**src/hdl/adc_host_pkg.sv**
```systemverilog
// Purpose: constants for the conversion host port
// Assumes: 32-bit AXI4-Lite, word per register, index times four
// Notes: printed offsets are register indices
`default_nettype none
package adc_host_pkg;
	// Register indices; byte address is index times four
	localparam logic [29:0] IDX_DONE_STATUS = 30'h1080_0000;
	localparam logic [29:0] IDX_IRQ_STATUS = 30'h1080_0001;
	localparam logic [29:0] IDX_IRQ_MASK = 30'h1080_0002;
	localparam logic [29:0] IDX_CONTROL = 30'h10f0_0000;
	localparam logic [29:0] IDX_RESULT_HIGH = 30'h10f0_0001;
	localparam logic [29:0] IDX_OPTION = 30'h2240_0000;

	// Control byte fields
	localparam int CHAN_LSB = 0;
	localparam int POLARITY_BIT = 3;
	localparam int RANGE_BIT = 4;
	// Status byte field
	localparam int BUSY_BIT = 7;
	localparam int OPTION_BIT = 0;
	// Interrupt status fields
	localparam int IRQ_DONE_BIT = 0;
	localparam int IRQ_TIMEOUT_BIT = 1;

	localparam logic [7:0] CONTROL_RESET = 8'h40;
	localparam logic [15:0] RESULT_RESET = 16'h0000;
	localparam logic [1:0] IRQ_RESET = 2'h0;

	localparam logic [1:0] RESP_OKAY = 2'h0;
	localparam logic [1:0] RESP_SLVERR = 2'h2;

	// Conversion time, longest wait rounds down
	localparam int CONV_TIME_NS = 12000;
	localparam int CLK_PERIOD_NS = 5;
	localparam int CONV_CYCLES = CONV_TIME_NS / CLK_PERIOD_NS;
	localparam int COUNT_W = 12;
endpackage
`default_nettype wire
```
**src/hdl/adc_conversion_host_port.sv**
```systemverilog
// Purpose: register port that starts and reads an external converter
// Assumes: converter drives end of conversion low and holds its result
// Notes: one conversion at a time; starts while busy are ignored
//
// Implementation choice: the AXI4-Lite register port.
`default_nettype none
module adc_conversion_host_port (
	input wire logic core_clk,
	input wire logic rst_n,
	input wire logic [31:0] s_axi_awaddr,
	input wire logic s_axi_awvalid,
	output logic s_axi_awready,
	input wire logic [31:0] s_axi_wdata,
	input wire logic [3:0] s_axi_wstrb,
	input wire logic s_axi_wvalid,
	output logic s_axi_wready,
	output logic [1:0] s_axi_bresp,
	output logic s_axi_bvalid,
	input wire logic s_axi_bready,
	input wire logic [31:0] s_axi_araddr,
	input wire logic s_axi_arvalid,
	output logic s_axi_arready,
	output logic [31:0] s_axi_rdata,
	output logic [1:0] s_axi_rresp,
	output logic s_axi_rvalid,
	input wire logic s_axi_rready,
	output logic [7:0] adc_config,
	output logic adc_start,
	input wire logic adc_done_n,
	input wire logic [11:0] adc_data,
	input wire logic option_fitted,
	output logic irq
);
	typedef enum logic [1:0] {IDLE, START, CONVERT} conv_state_t;

	localparam int COUNT_W_LOCAL = adc_host_pkg::COUNT_W;

	conv_state_t state;
	logic aw_held;
	logic w_held;
	logic [29:0] aw_index;
	logic [31:0] w_data;
	logic [3:0] w_strb;
	logic [7:0] control;
	logic [15:0] result;
	logic [1:0] irq_status;
	logic [1:0] irq_mask;
	logic [COUNT_W_LOCAL-1:0] conv_count;
	logic done_meta;
	logic done_sync;
	logic [11:0] data_meta;
	logic [11:0] data_sync;
	logic opt_meta;
	logic opt_sync;

	logic aw_hs;
	logic w_hs;
	logic write_fire;
	logic read_fire;
	logic [29:0] wr_index;
	logic [29:0] rd_index;
	logic [31:0] wr_data;
	logic [3:0] wr_strb;
	logic start_req;
	logic busy;
	logic conv_end;
	logic conv_timeout;
	logic status_read;
	logic [31:0] next_rdata;
	logic next_rerr;

	// Handshakes; both write halves taken in either order
	assign s_axi_awready = !aw_held && !s_axi_bvalid;
	assign s_axi_wready = !w_held && !s_axi_bvalid;
	assign s_axi_arready = !s_axi_rvalid;
	assign aw_hs = s_axi_awvalid && s_axi_awready;
	assign w_hs = s_axi_wvalid && s_axi_wready;
	assign read_fire = s_axi_arvalid && s_axi_arready;
	assign write_fire = (aw_held || aw_hs) && (w_held || w_hs);
	assign wr_index = aw_held ? aw_index : s_axi_awaddr[31:2];
	assign wr_data = w_held ? w_data : s_axi_wdata;
	assign wr_strb = w_held ? w_strb : s_axi_wstrb;
	assign rd_index = s_axi_araddr[31:2];

	assign busy = (state != IDLE);
	assign start_req = write_fire && wr_index == adc_host_pkg::IDX_CONTROL
		&& wr_strb[0] && !busy;
	assign conv_end = state == CONVERT && !done_sync;
	assign conv_timeout = busy && !conv_end
		&& conv_count == COUNT_W_LOCAL'(adc_host_pkg::CONV_CYCLES);
	assign status_read = read_fire
		&& rd_index == adc_host_pkg::IDX_IRQ_STATUS;

	always_ff @(posedge core_clk or negedge rst_n) begin
		if (!rst_n) begin
			aw_held <= 1'b0;
		end else if (write_fire) begin
			aw_held <= 1'b0;
		end else if (aw_hs) begin
			aw_held <= 1'b1;
		end
	end

	// Address kept for a data beat that comes later
	always_ff @(posedge core_clk or negedge rst_n) begin
		if (!rst_n) begin
			aw_index <= 30'h0;
		end else if (aw_hs && !write_fire) begin
			aw_index <= s_axi_awaddr[31:2];
		end
	end

	always_ff @(posedge core_clk or negedge rst_n) begin
		if (!rst_n) begin
			w_held <= 1'b0;
		end else if (write_fire) begin
			w_held <= 1'b0;
		end else if (w_hs) begin
			w_held <= 1'b1;
		end
	end

	always_ff @(posedge core_clk or negedge rst_n) begin
		if (!rst_n) begin
			w_data <= 32'h0;
			w_strb <= 4'h0;
		end else if (w_hs && !write_fire) begin
			w_data <= s_axi_wdata;
			w_strb <= s_axi_wstrb;
		end
	end

	// Write response; read-only and unmapped targets answer SLVERR
	always_ff @(posedge core_clk or negedge rst_n) begin
		if (!rst_n) begin
			s_axi_bvalid <= 1'b0;
		end else if (write_fire) begin
			s_axi_bvalid <= 1'b1;
		end else if (s_axi_bready) begin
			s_axi_bvalid <= 1'b0;
		end
	end

	always_ff @(posedge core_clk or negedge rst_n) begin
		if (!rst_n) begin
			s_axi_bresp <= adc_host_pkg::RESP_OKAY;
		end else if (write_fire) begin
			s_axi_bresp <= (wr_index == adc_host_pkg::IDX_CONTROL
				|| wr_index == adc_host_pkg::IDX_IRQ_MASK)
				? adc_host_pkg::RESP_OKAY : adc_host_pkg::RESP_SLVERR;
		end
	end

	always_ff @(posedge core_clk or negedge rst_n) begin
		if (!rst_n) begin
			irq_mask <= adc_host_pkg::IRQ_RESET;
		end else if (write_fire && wr_strb[0]
			&& wr_index == adc_host_pkg::IDX_IRQ_MASK) begin
			irq_mask <= wr_data[1:0];
		end
	end

	// Pin inputs pass two flops before use
	always_ff @(posedge core_clk or negedge rst_n) begin
		if (!rst_n) begin
			done_meta <= 1'b1;
			done_sync <= 1'b1;
		end else begin
			done_meta <= adc_done_n;
			done_sync <= done_meta;
		end
	end

	// Data word is only used once done is seen, so it has settled
	always_ff @(posedge core_clk or negedge rst_n) begin
		if (!rst_n) begin
			data_meta <= 12'h000;
			data_sync <= 12'h000;
		end else begin
			data_meta <= adc_data;
			data_sync <= data_meta;
		end
	end

	always_ff @(posedge core_clk or negedge rst_n) begin
		if (!rst_n) begin
			opt_meta <= 1'b0;
			opt_sync <= 1'b0;
		end else begin
			opt_meta <= option_fitted;
			opt_sync <= opt_meta;
		end
	end

	// Sequencer; START waits for the converter to go busy,
	// so a done level left from the last conversion is not taken
	always_ff @(posedge core_clk or negedge rst_n) begin
		if (!rst_n) begin
			state <= IDLE;
		end else begin
			case (state)
				IDLE: begin
					if (start_req) begin
						state <= START;
					end
				end
				START: begin
					if (conv_timeout) begin
						state <= IDLE;
					end else if (done_sync) begin
						state <= CONVERT;
					end
				end
				CONVERT: begin
					if (conv_end || conv_timeout) begin
						state <= IDLE;
					end
				end
				default: begin
					state <= IDLE;
				end
			endcase
		end
	end

	// Cycles since the start, both waiting states counted
	always_ff @(posedge core_clk or negedge rst_n) begin
		if (!rst_n) begin
			conv_count <= '0;
		end else if (busy) begin
			conv_count <= conv_count + 1'b1;
		end else begin
			conv_count <= '0;
		end
	end

	// Whole control byte goes to the converter; mode bits are the host's
	always_ff @(posedge core_clk or negedge rst_n) begin
		if (!rst_n) begin
			control <= adc_host_pkg::CONTROL_RESET;
		end else if (start_req) begin
			control <= wr_data[7:0];
		end
	end

	always_ff @(posedge core_clk or negedge rst_n) begin
		if (!rst_n) begin
			adc_start <= 1'b0;
		end else begin
			adc_start <= start_req;
		end
	end
	assign adc_config = control;

	// Result formatting by polarity of the running conversion
	always_ff @(posedge core_clk or negedge rst_n) begin
		if (!rst_n) begin
			result <= adc_host_pkg::RESULT_RESET;
		end else if (conv_end) begin
			if (control[adc_host_pkg::POLARITY_BIT]) begin
				result <= {{4{data_sync[11]}}, data_sync};
			end else begin
				result <= {4'h0, data_sync};
			end
		end
	end

	// Sticky events; set wins over the clear on read
	always_ff @(posedge core_clk or negedge rst_n) begin
		if (!rst_n) begin
			irq_status <= adc_host_pkg::IRQ_RESET;
		end else begin
			irq_status <= (status_read ? 2'h0 : irq_status)
				| {conv_timeout, conv_end};
		end
	end
	assign irq = |(irq_status & irq_mask);

	// Read mux; option byte also mirrors busy in bit 7
	always_comb begin
		next_rdata = 32'h0;
		next_rerr = 1'b0;
		case (rd_index)
			adc_host_pkg::IDX_DONE_STATUS:
				next_rdata[adc_host_pkg::BUSY_BIT] = busy;
			adc_host_pkg::IDX_CONTROL:
				next_rdata[15:0] = result;
			adc_host_pkg::IDX_RESULT_HIGH:
				next_rdata[7:0] = result[15:8];
			adc_host_pkg::IDX_OPTION: begin
				next_rdata[adc_host_pkg::OPTION_BIT] = opt_sync;
				next_rdata[adc_host_pkg::BUSY_BIT] = busy;
			end
			adc_host_pkg::IDX_IRQ_STATUS:
				next_rdata[1:0] = irq_status;
			adc_host_pkg::IDX_IRQ_MASK:
				next_rdata[1:0] = irq_mask;
			default:
				next_rerr = 1'b1;
		endcase
	end

	always_ff @(posedge core_clk or negedge rst_n) begin
		if (!rst_n) begin
			s_axi_rvalid <= 1'b0;
		end else if (read_fire) begin
			s_axi_rvalid <= 1'b1;
		end else if (s_axi_rready) begin
			s_axi_rvalid <= 1'b0;
		end
	end

	// Data and code are caught with the request, then held
	always_ff @(posedge core_clk or negedge rst_n) begin
		if (!rst_n) begin
			s_axi_rdata <= 32'h0;
			s_axi_rresp <= adc_host_pkg::RESP_OKAY;
		end else if (read_fire) begin
			s_axi_rdata <= next_rdata;
			s_axi_rresp <= next_rerr ? adc_host_pkg::RESP_SLVERR
				: adc_host_pkg::RESP_OKAY;
		end
	end
endmodule
`default_nettype wire

```
**config.mk**
```make
export PLATFORM = sky130hd
export DESIGN_NAME = adc_conversion_host_port
export DESIGN_NICKNAME = d
export VERILOG_FILES = /design/src/hdl/adc_host_pkg.sv /design/src/hdl/adc_conversion_host_port.sv
export SDC_FILE = /design/constraint.sdc
export NUM_CORES = 1
export LEC_CHECK = 0
export BUFFER_PORTS_ARGS = -buffer_cell sky130_fd_sc_hd__clkbuf_2
export CAP_MARGIN = 20
export CORE_ASPECT_RATIO = 0.75
export CORE_MARGIN = 10
export CORE_UTILIZATION = 45
export DETAILED_ROUTE_END_ITERATION = 16
export PLACE_DENSITY = 0.72
export SETUP_SLACK_MARGIN = 0.1
export SLEW_MARGIN = 5
export SYNTH_ARGS = -nofsm -noshare
export SYNTH_HDL_FRONTEND = slang
export SYNTH_SLANG_ARGS = --single-unit
export TNS_END_PERCENT = 100
```
**constraint.sdc**
```tcl
create_clock -name core_clk -period 2.5 [get_ports core_clk]
set_input_delay 0 -clock core_clk [delete_from_list [all_inputs] [get_ports core_clk]]
set_output_delay 0 -clock core_clk [all_outputs]
set_load 0.05 [all_outputs]
```
==> Word-level counts from Yosys, hierarchy flattened <==
Index checks and enable logic that the tools add are counted.
{ "word_totals": {"register_bits": 134, "latchBits": 0, "mem_bits_rw": 0, "rom_bits": 0, "in_bits": 121, "out_inout_bits": 51, "word_cells": 105, "mem_count": 0} }
{ "classes": {"addsub": 1, "mul": 0, "n_div": 0, "magnitude_cmp": 0, "eq_ne": 14, "n_shift": 0, "n_mux": 26, "bitwise_logic": 2, "n_reduce_logical": 39} }
{ "op_table": {"columns": ["op", "count"], "rows": [
  ["$eq A30 B29 Y1 const B", 7],
  ["$eq A30 B30 Y1 const B", 1],
  ["$mux W30", 1],
  ["$logic_and A1 B1 Y1", 17],
  ["$mux W16", 1],
  ["$mux W8", 2],
  ["$mux W2", 7],
  ["$add A12 B1 Y12 const B", 1],
  ["$eq A12 B12 Y1 const B", 1],
  ["$mux W12", 1],
  ["$pmux W5 S2", 1],
  ["$reduce_bool A2 Y1", 5],
  ["$mux W1", 9],
  ["$logic_not A1 Y1", 8],
  ["$pmux W2 S3", 1],
  ["$reduce_or A6 Y1", 1],
  ["$pmux W1 S5", 1],
  ["$logic_or A1 B1 Y1", 4],
  ["$pmux W1 S4", 1],
  ["$reduce_or A2 Y1", 2],
  ["$ne A3 B3 Y1 const B", 1],
  ["$pmux W1 S3", 1],
  ["$reduce_and A3 Y1", 1],
  ["$and A2 B2 Y2", 1],
  ["6 further kinds", 6]
]} }

==> Logic depth before layout (Yosys ltp) <==
{ "logic_depth": {"ltp_word": 10, "depth_mapped": 6, "mapped_depth_nobuf": 6} }

==> Worst setup path after synthesis <==
OpenSTA, ideal clock, no wires.
{ "synth_timing": {"kind": "flip-flop to flip-flop", "start": "register s_axi_bvalid", "end": "register aw_index[0]", "setup_time_ps": 125, "arrival_time_ps": 2224, "slack_ps": 151, "stages_incl_launch_ff": 5, "n_path_buf": 1, "synth_period_minus_slack_ps": 2349, "cell_sequence": "dfrtp_1 -> nor2_1 -> and3_1 -> buf_2 -> mux2_2"} }
{ "synth_between": {"elab_chain_len": 7, "elab_cells_between_ends": 10} }
{ "synth_lines": {"columns": ["element", "line", "rtl"], "rows": [
  ["start, declared", "adc_conversion_host_port.sv:18", "output logic s_axi_bvalid,"],
  ["start signal, assigned", "adc_conversion_host_port.sv:136", "s_axi_bvalid <= 1'b0;"],
  ["start signal, assigned", "adc_conversion_host_port.sv:138", "s_axi_bvalid <= 1'b1;"],
  ["start signal, assigned", "adc_conversion_host_port.sv:140", "s_axi_bvalid <= 1'b0;"],
  ["$logic_not A1 Y1", "adc_conversion_host_port.sv:74", "assign s_axi_wready = !w_held && !s_axi_bvalid;"],
  ["$logic_and A1 B1 Y1", "adc_conversion_host_port.sv:74", null],
  ["via s_axi_wready", "adc_conversion_host_port.sv:16", "output logic s_axi_wready,"],
  ["$logic_and A1 B1 Y1", "adc_conversion_host_port.sv:77", "assign w_hs = s_axi_wvalid && s_axi_wready;"],
  ["$logic_or A1 B1 Y1", "adc_conversion_host_port.sv:79", "assign write_fire = (aw_held || aw_hs) && (w_held || w_hs);"],
  ["$logic_and A1 B1 Y1", "adc_conversion_host_port.sv:79", null],
  ["$logic_not A1 Y1", "adc_conversion_host_port.sv:108", "end else if (aw_hs && !write_fire) begin"],
  ["$logic_and A1 B1 Y1", "adc_conversion_host_port.sv:108", null],
  ["end signal, assigned", "adc_conversion_host_port.sv:109", "aw_index <= s_axi_awaddr[31:2];"],
  ["end, declared", "adc_conversion_host_port.sv:41", "logic [29:0] aw_index;"]
]} }
The timed path passes the listed nets, and every way through them passes these cells.
A chain may end at the register's enable or synchronous reset.

==> Worst setup path after layout <==
{ "layout_timing": {"start": "register aw_held", "end": "register control[4], in the netlist adc_config[4]"} }
{ "layout_between": {"elab_chain_len": 8, "elab_cells_between_ends": 10} }
{ "layout_lines": {"columns": ["element", "line", "rtl"], "rows": [
  ["start, declared", "adc_conversion_host_port.sv:39", "logic aw_held;"],
  ["start signal, assigned", "adc_conversion_host_port.sv:96", "aw_held <= 1'b0;"],
  ["start signal, assigned", "adc_conversion_host_port.sv:98", "aw_held <= 1'b0;"],
  ["start signal, assigned", "adc_conversion_host_port.sv:100", "aw_held <= 1'b1;"],
  ["branches (longest 5 deep; another with $mux W30)", null, null],
  ["$logic_and A1 B1 Y1 *", "adc_conversion_host_port.sv:86", "assign start_req = write_fire && wr_index == adc_host_pkg::IDX_CONTROL"],
  ["$logic_and A1 B1 Y1 * (2 in a row)", "adc_conversion_host_port.sv:87", "&& wr_strb[0] && !busy;"],
  ["end signal, assigned", "adc_conversion_host_port.sv:240", "control <= adc_host_pkg::CONTROL_RESET;"],
  ["end signal, assigned", "adc_conversion_host_port.sv:242", "control <= wr_data[7:0];"],
  ["end, declared", "adc_conversion_host_port.sv:44", "logic [7:0] control;"]
]} }
Mark *: on every way between the ends.

==> summary.txt <==
Status - finished clean
Logic gate share of total power - 0.192
Ant. Diodes - 0
CP bufs+invs - 0
Via Count - 3883
Syn avg cell area - 13.06 sq um
Asr flop ratio synth - 1.000
Crit path DAT - 2.38 ns
Yosys cell types - 52
Synthesized flop and latch total - 126
Compound-cell area share of the yosys netlist - 0.05915
Fin crit period - 2.090 ns
Routed WL - 12980 um
Sw frac - 0.2879
Critical R2R Launch - aw_held
Ports - 172
Layout fillers - 887
R2R depth - 5
Number of H-tree levels - 4
Worst Path Required - 2.79 ns
EDFF count, synth - 0
Clock skew - 0.008414 ns
Sequential-to-total area share from yosys stat - 0.5923
Largest net degree at the start of global routing - 127
Reg2Reg Capture Point - adc_config[4]
Leakage - 3.414 nW
Initial core utilization - 0.4606
Synth Flop Type - dfrtp_1
PostCTS Resize Cnt - 0
Nets - 722
CP Depth - 5
Vias in the first global route - 4149
Fraction of layout cells with a size suffix above 1 - 0.4003
Post-Synth XOR/XNOR Area - 0.01479
Crit end category - register
Area Growth Syn to Fin - 36.29%
Die Span X - 145.7 um
Post-route clock period utilization - 0.8360
NetSw - 1.850 mW
CP Max Fanout - 11
CP delay by family, top - simple AND/OR/NAND/NOR gates
Largest family of logic cells by synthesized area - multiplexers
Kind of critical path - register to register
DR WL/cell - 16.77 um
Slew Viols, Final - 0
Max-Cap Viols - 0
Sequential power share - 0.421
Final ANT Viol Nets - 0
DRC - 0
Setup bufs post-CTS - 0
Initial antenna violation count - 0
Post-synthesis mux area share - 0.1617
Dpl cell area - 6063 sq um
Fmax - 0.4785 GHz
Detailed-placement wirelength estimate - 8837 um
Synth warn - 0
IO buf count - 122
RSZ-0062 raised after global routing - false
TritonRoute pass-1 iters - 4
Die Footprint - 16640 sq um
HP Class - primary input to register
CP cell instances - nor4_1, nand2_1, o22ai_2, nand4_4, mux2_2
Root Buffer - clkbuf_16
Setup_tns - 0 ns
RePlAce Congestion - 0.8541
First-pass GRT wire length - 21370 um
DR iter-0 viols - 262
Clock power frac - 0.387
Maximum clock insertion buffer count - 2
Setup crit start kind - register
Final Hold Fails - 0
Die Y - 114.3 um
Crit path from - aw_held
Worst rel slew slack - 0.4626
Row cnt - 34
Vias per inst - 5.017
R2R setup slack - 0.41 ns
Pwr Density - 884.6 nW/um^2
Synthesized area - 5330 sq um
CP max stage delay - 0.53 ns
Critical path endpoint - adc_config[4]
Total track usage - 0.1586
Simple-Gate Fraction of Synth Area - 0.1218
Peak supply drop - 0.5069 mV
Core Footprint - 11570 sq um
P_int - 4.576 mW
Slowest cell on crit path - dfrtp_1
Final setup vio count - 0
Clk Latency, worst-skew pair - 0.41 ns
Worst-margin pin slew - 0.7857 ns
Congestion Overflow GR - 0
CTS tree - done
# clock sinks - 126
CTS Buf Count - 17
Post-route cell area - 7264 sq um
Mapped Cells - 408
Synth Area in Adders - 0.004695
Worst-path clk slew - 0.06 ns
==> metrics by stage <==
step                      instances  hold slack (ns)    util  setup WS, ns  power [mW]
after detailed placement        682           0.1070  0.5240        0.4453       3.878
after global placement          682           0.1077  0.5240        0.4698       3.802
after CTS                       774         0.003855  0.6278        0.4342       6.465
after global routing            774          0.05555  0.6278        0.2895       6.726
after floorplan                 425          -0.2956       -        0.1508       3.544
final                           774         0.008066  0.6278        0.4101       6.426
==> final cells by class <==
class	count	area, sq um	share of cell area
Sequential cell	126	3157	0.4346
Multi-Input combinational cell	258	1998	0.2751
Timing Repair Buffer	186	1269	0.1746
Clock buffer	17	425.4	0.05856
Tap cell	162	202.7	0.02790
Clock inverter	15	175.2	0.02411
Inverter	10	37.54	0.005167
==> state kept, by name, indices dropped and copies added (netlist names), 2 cells and up <==
register,count
adc_config,8
aw_index,30
conv_count,12
data_meta,12
data_sync,12
irq_mask,2
irq_status,2
result,13
s_axi_rdata,13
state,2
w_data,8
==> what timing repair did <==
| item | CTS | global route |
|---|---|---|
| hold buffers | 60 | 0 |
| hold endpoints to repair | 188 | 0 |
| setup endpoints to repair | 0 | 0 |
==> kinds of logic (layout without fill, tap and decap cells) <==
group / Yosys count / after routing
AOI/OAI and AO/OA: 42 / 42
xor gates and xnor gates: 9 / 9
adders and majority gates: 2 / 2
buffers and inverters: 41 / 228
DFF: 126 / 126
muxes: 77 / 77
other: 1 / 18
and+or+nand+nor: 110 / 110
==> power by group through the flow <==
stage / Clock [mW] / Sequential [mW] / Combinational [mW]
6_report: 2.48 / 2.71 / 1.23
5_1_grt: 2.63 / 2.76 / 1.33
3_3_place_gp: 0 / 2.70 / 1.10
3_5_place_dp: 0 / 2.74 / 1.14
2_1_floorplan: 0 / 2.65 / 0.891
4_1_cts: 2.53 / 2.70 / 1.23
==> routing by layer <==
layer | up-vias | track usage | routed length [um]
met2 | 110 | 0.2653 | 6690
met5 | - | 0 | 0
met1 | 1933 | 0.1872 | 5401
met4 | 0 | 0.06317 | 233
li1 | 1822 | - | -
met3 | 18 | 0.05134 | 658
==> cells in the mapped netlist, types with 2 or more instances <==
cell type	count	area (sq um)
a21o_1	2	15.01
a21oi_1	8	40.04
a22o_1	9	78.83
a22oi_1	3	22.52
and3_1	3	18.77
and4b_1	2	20.02
buf_2	5	25.02
buf_4	21	157.7
clkbuf_1	5	18.77
dfrtp_1	123	3078
dfstp_2	3	78.83
ha_1	2	25.02
inv_1	10	37.54
mux2_2	73	822.0
mux2i_1	4	40.04
nand2_1	15	56.30
nand3_1	10	50.05
nand4_1	5	31.28
nor2_1	25	93.84
nor2b_1	5	31.28
nor3_1	8	40.04
nor4_1	14	87.58
nor4b_1	6	52.55
o21ai_0	9	45.04
or3_1	3	18.77
or4_1	2	15.01
xnor2_1	4	35.03
xor2_1	5	43.79
==> worst min-delay path, stage by stage <==
cell and delay [ns]:
clkbuf_2 0.11, a21oi_1 0.10, nor2b_1 0.15
==> worst min-delay path by stage <==
stage | from | endpoint | slack (ns) | depth (start not counted)
6_report | s_axi_wvalid | w_held | 0.008 | 3
5_1_grt | s_axi_wvalid | w_held | 0.06 | 3
4_1_cts | s_axi_wvalid | w_held | 0.004 | 3
3_5_place_dp | adc_done_n | done_meta | 0.11 | 1
3_3_place_gp | adc_data[11] | data_meta[11] | 0.11 | 1
2_1_floorplan | rst_n | adc_config[0] | -0.30 | 0
==> placed cells by master, fill, tap and decap left out, types with 9 or more instances in the layout <==
master           n
dfrtp_1        123
clkbuf_2       121
mux2_2          73
dlygate4sd3_1   60
nor2_1          25
conb_1          18
clkbuf_16       17
nand2_1         15
nor4_1          14
inv_1           10
nand3_1         10
o21ai_0          9
a22o_1           9
Power figures use the tool's default switching activity.
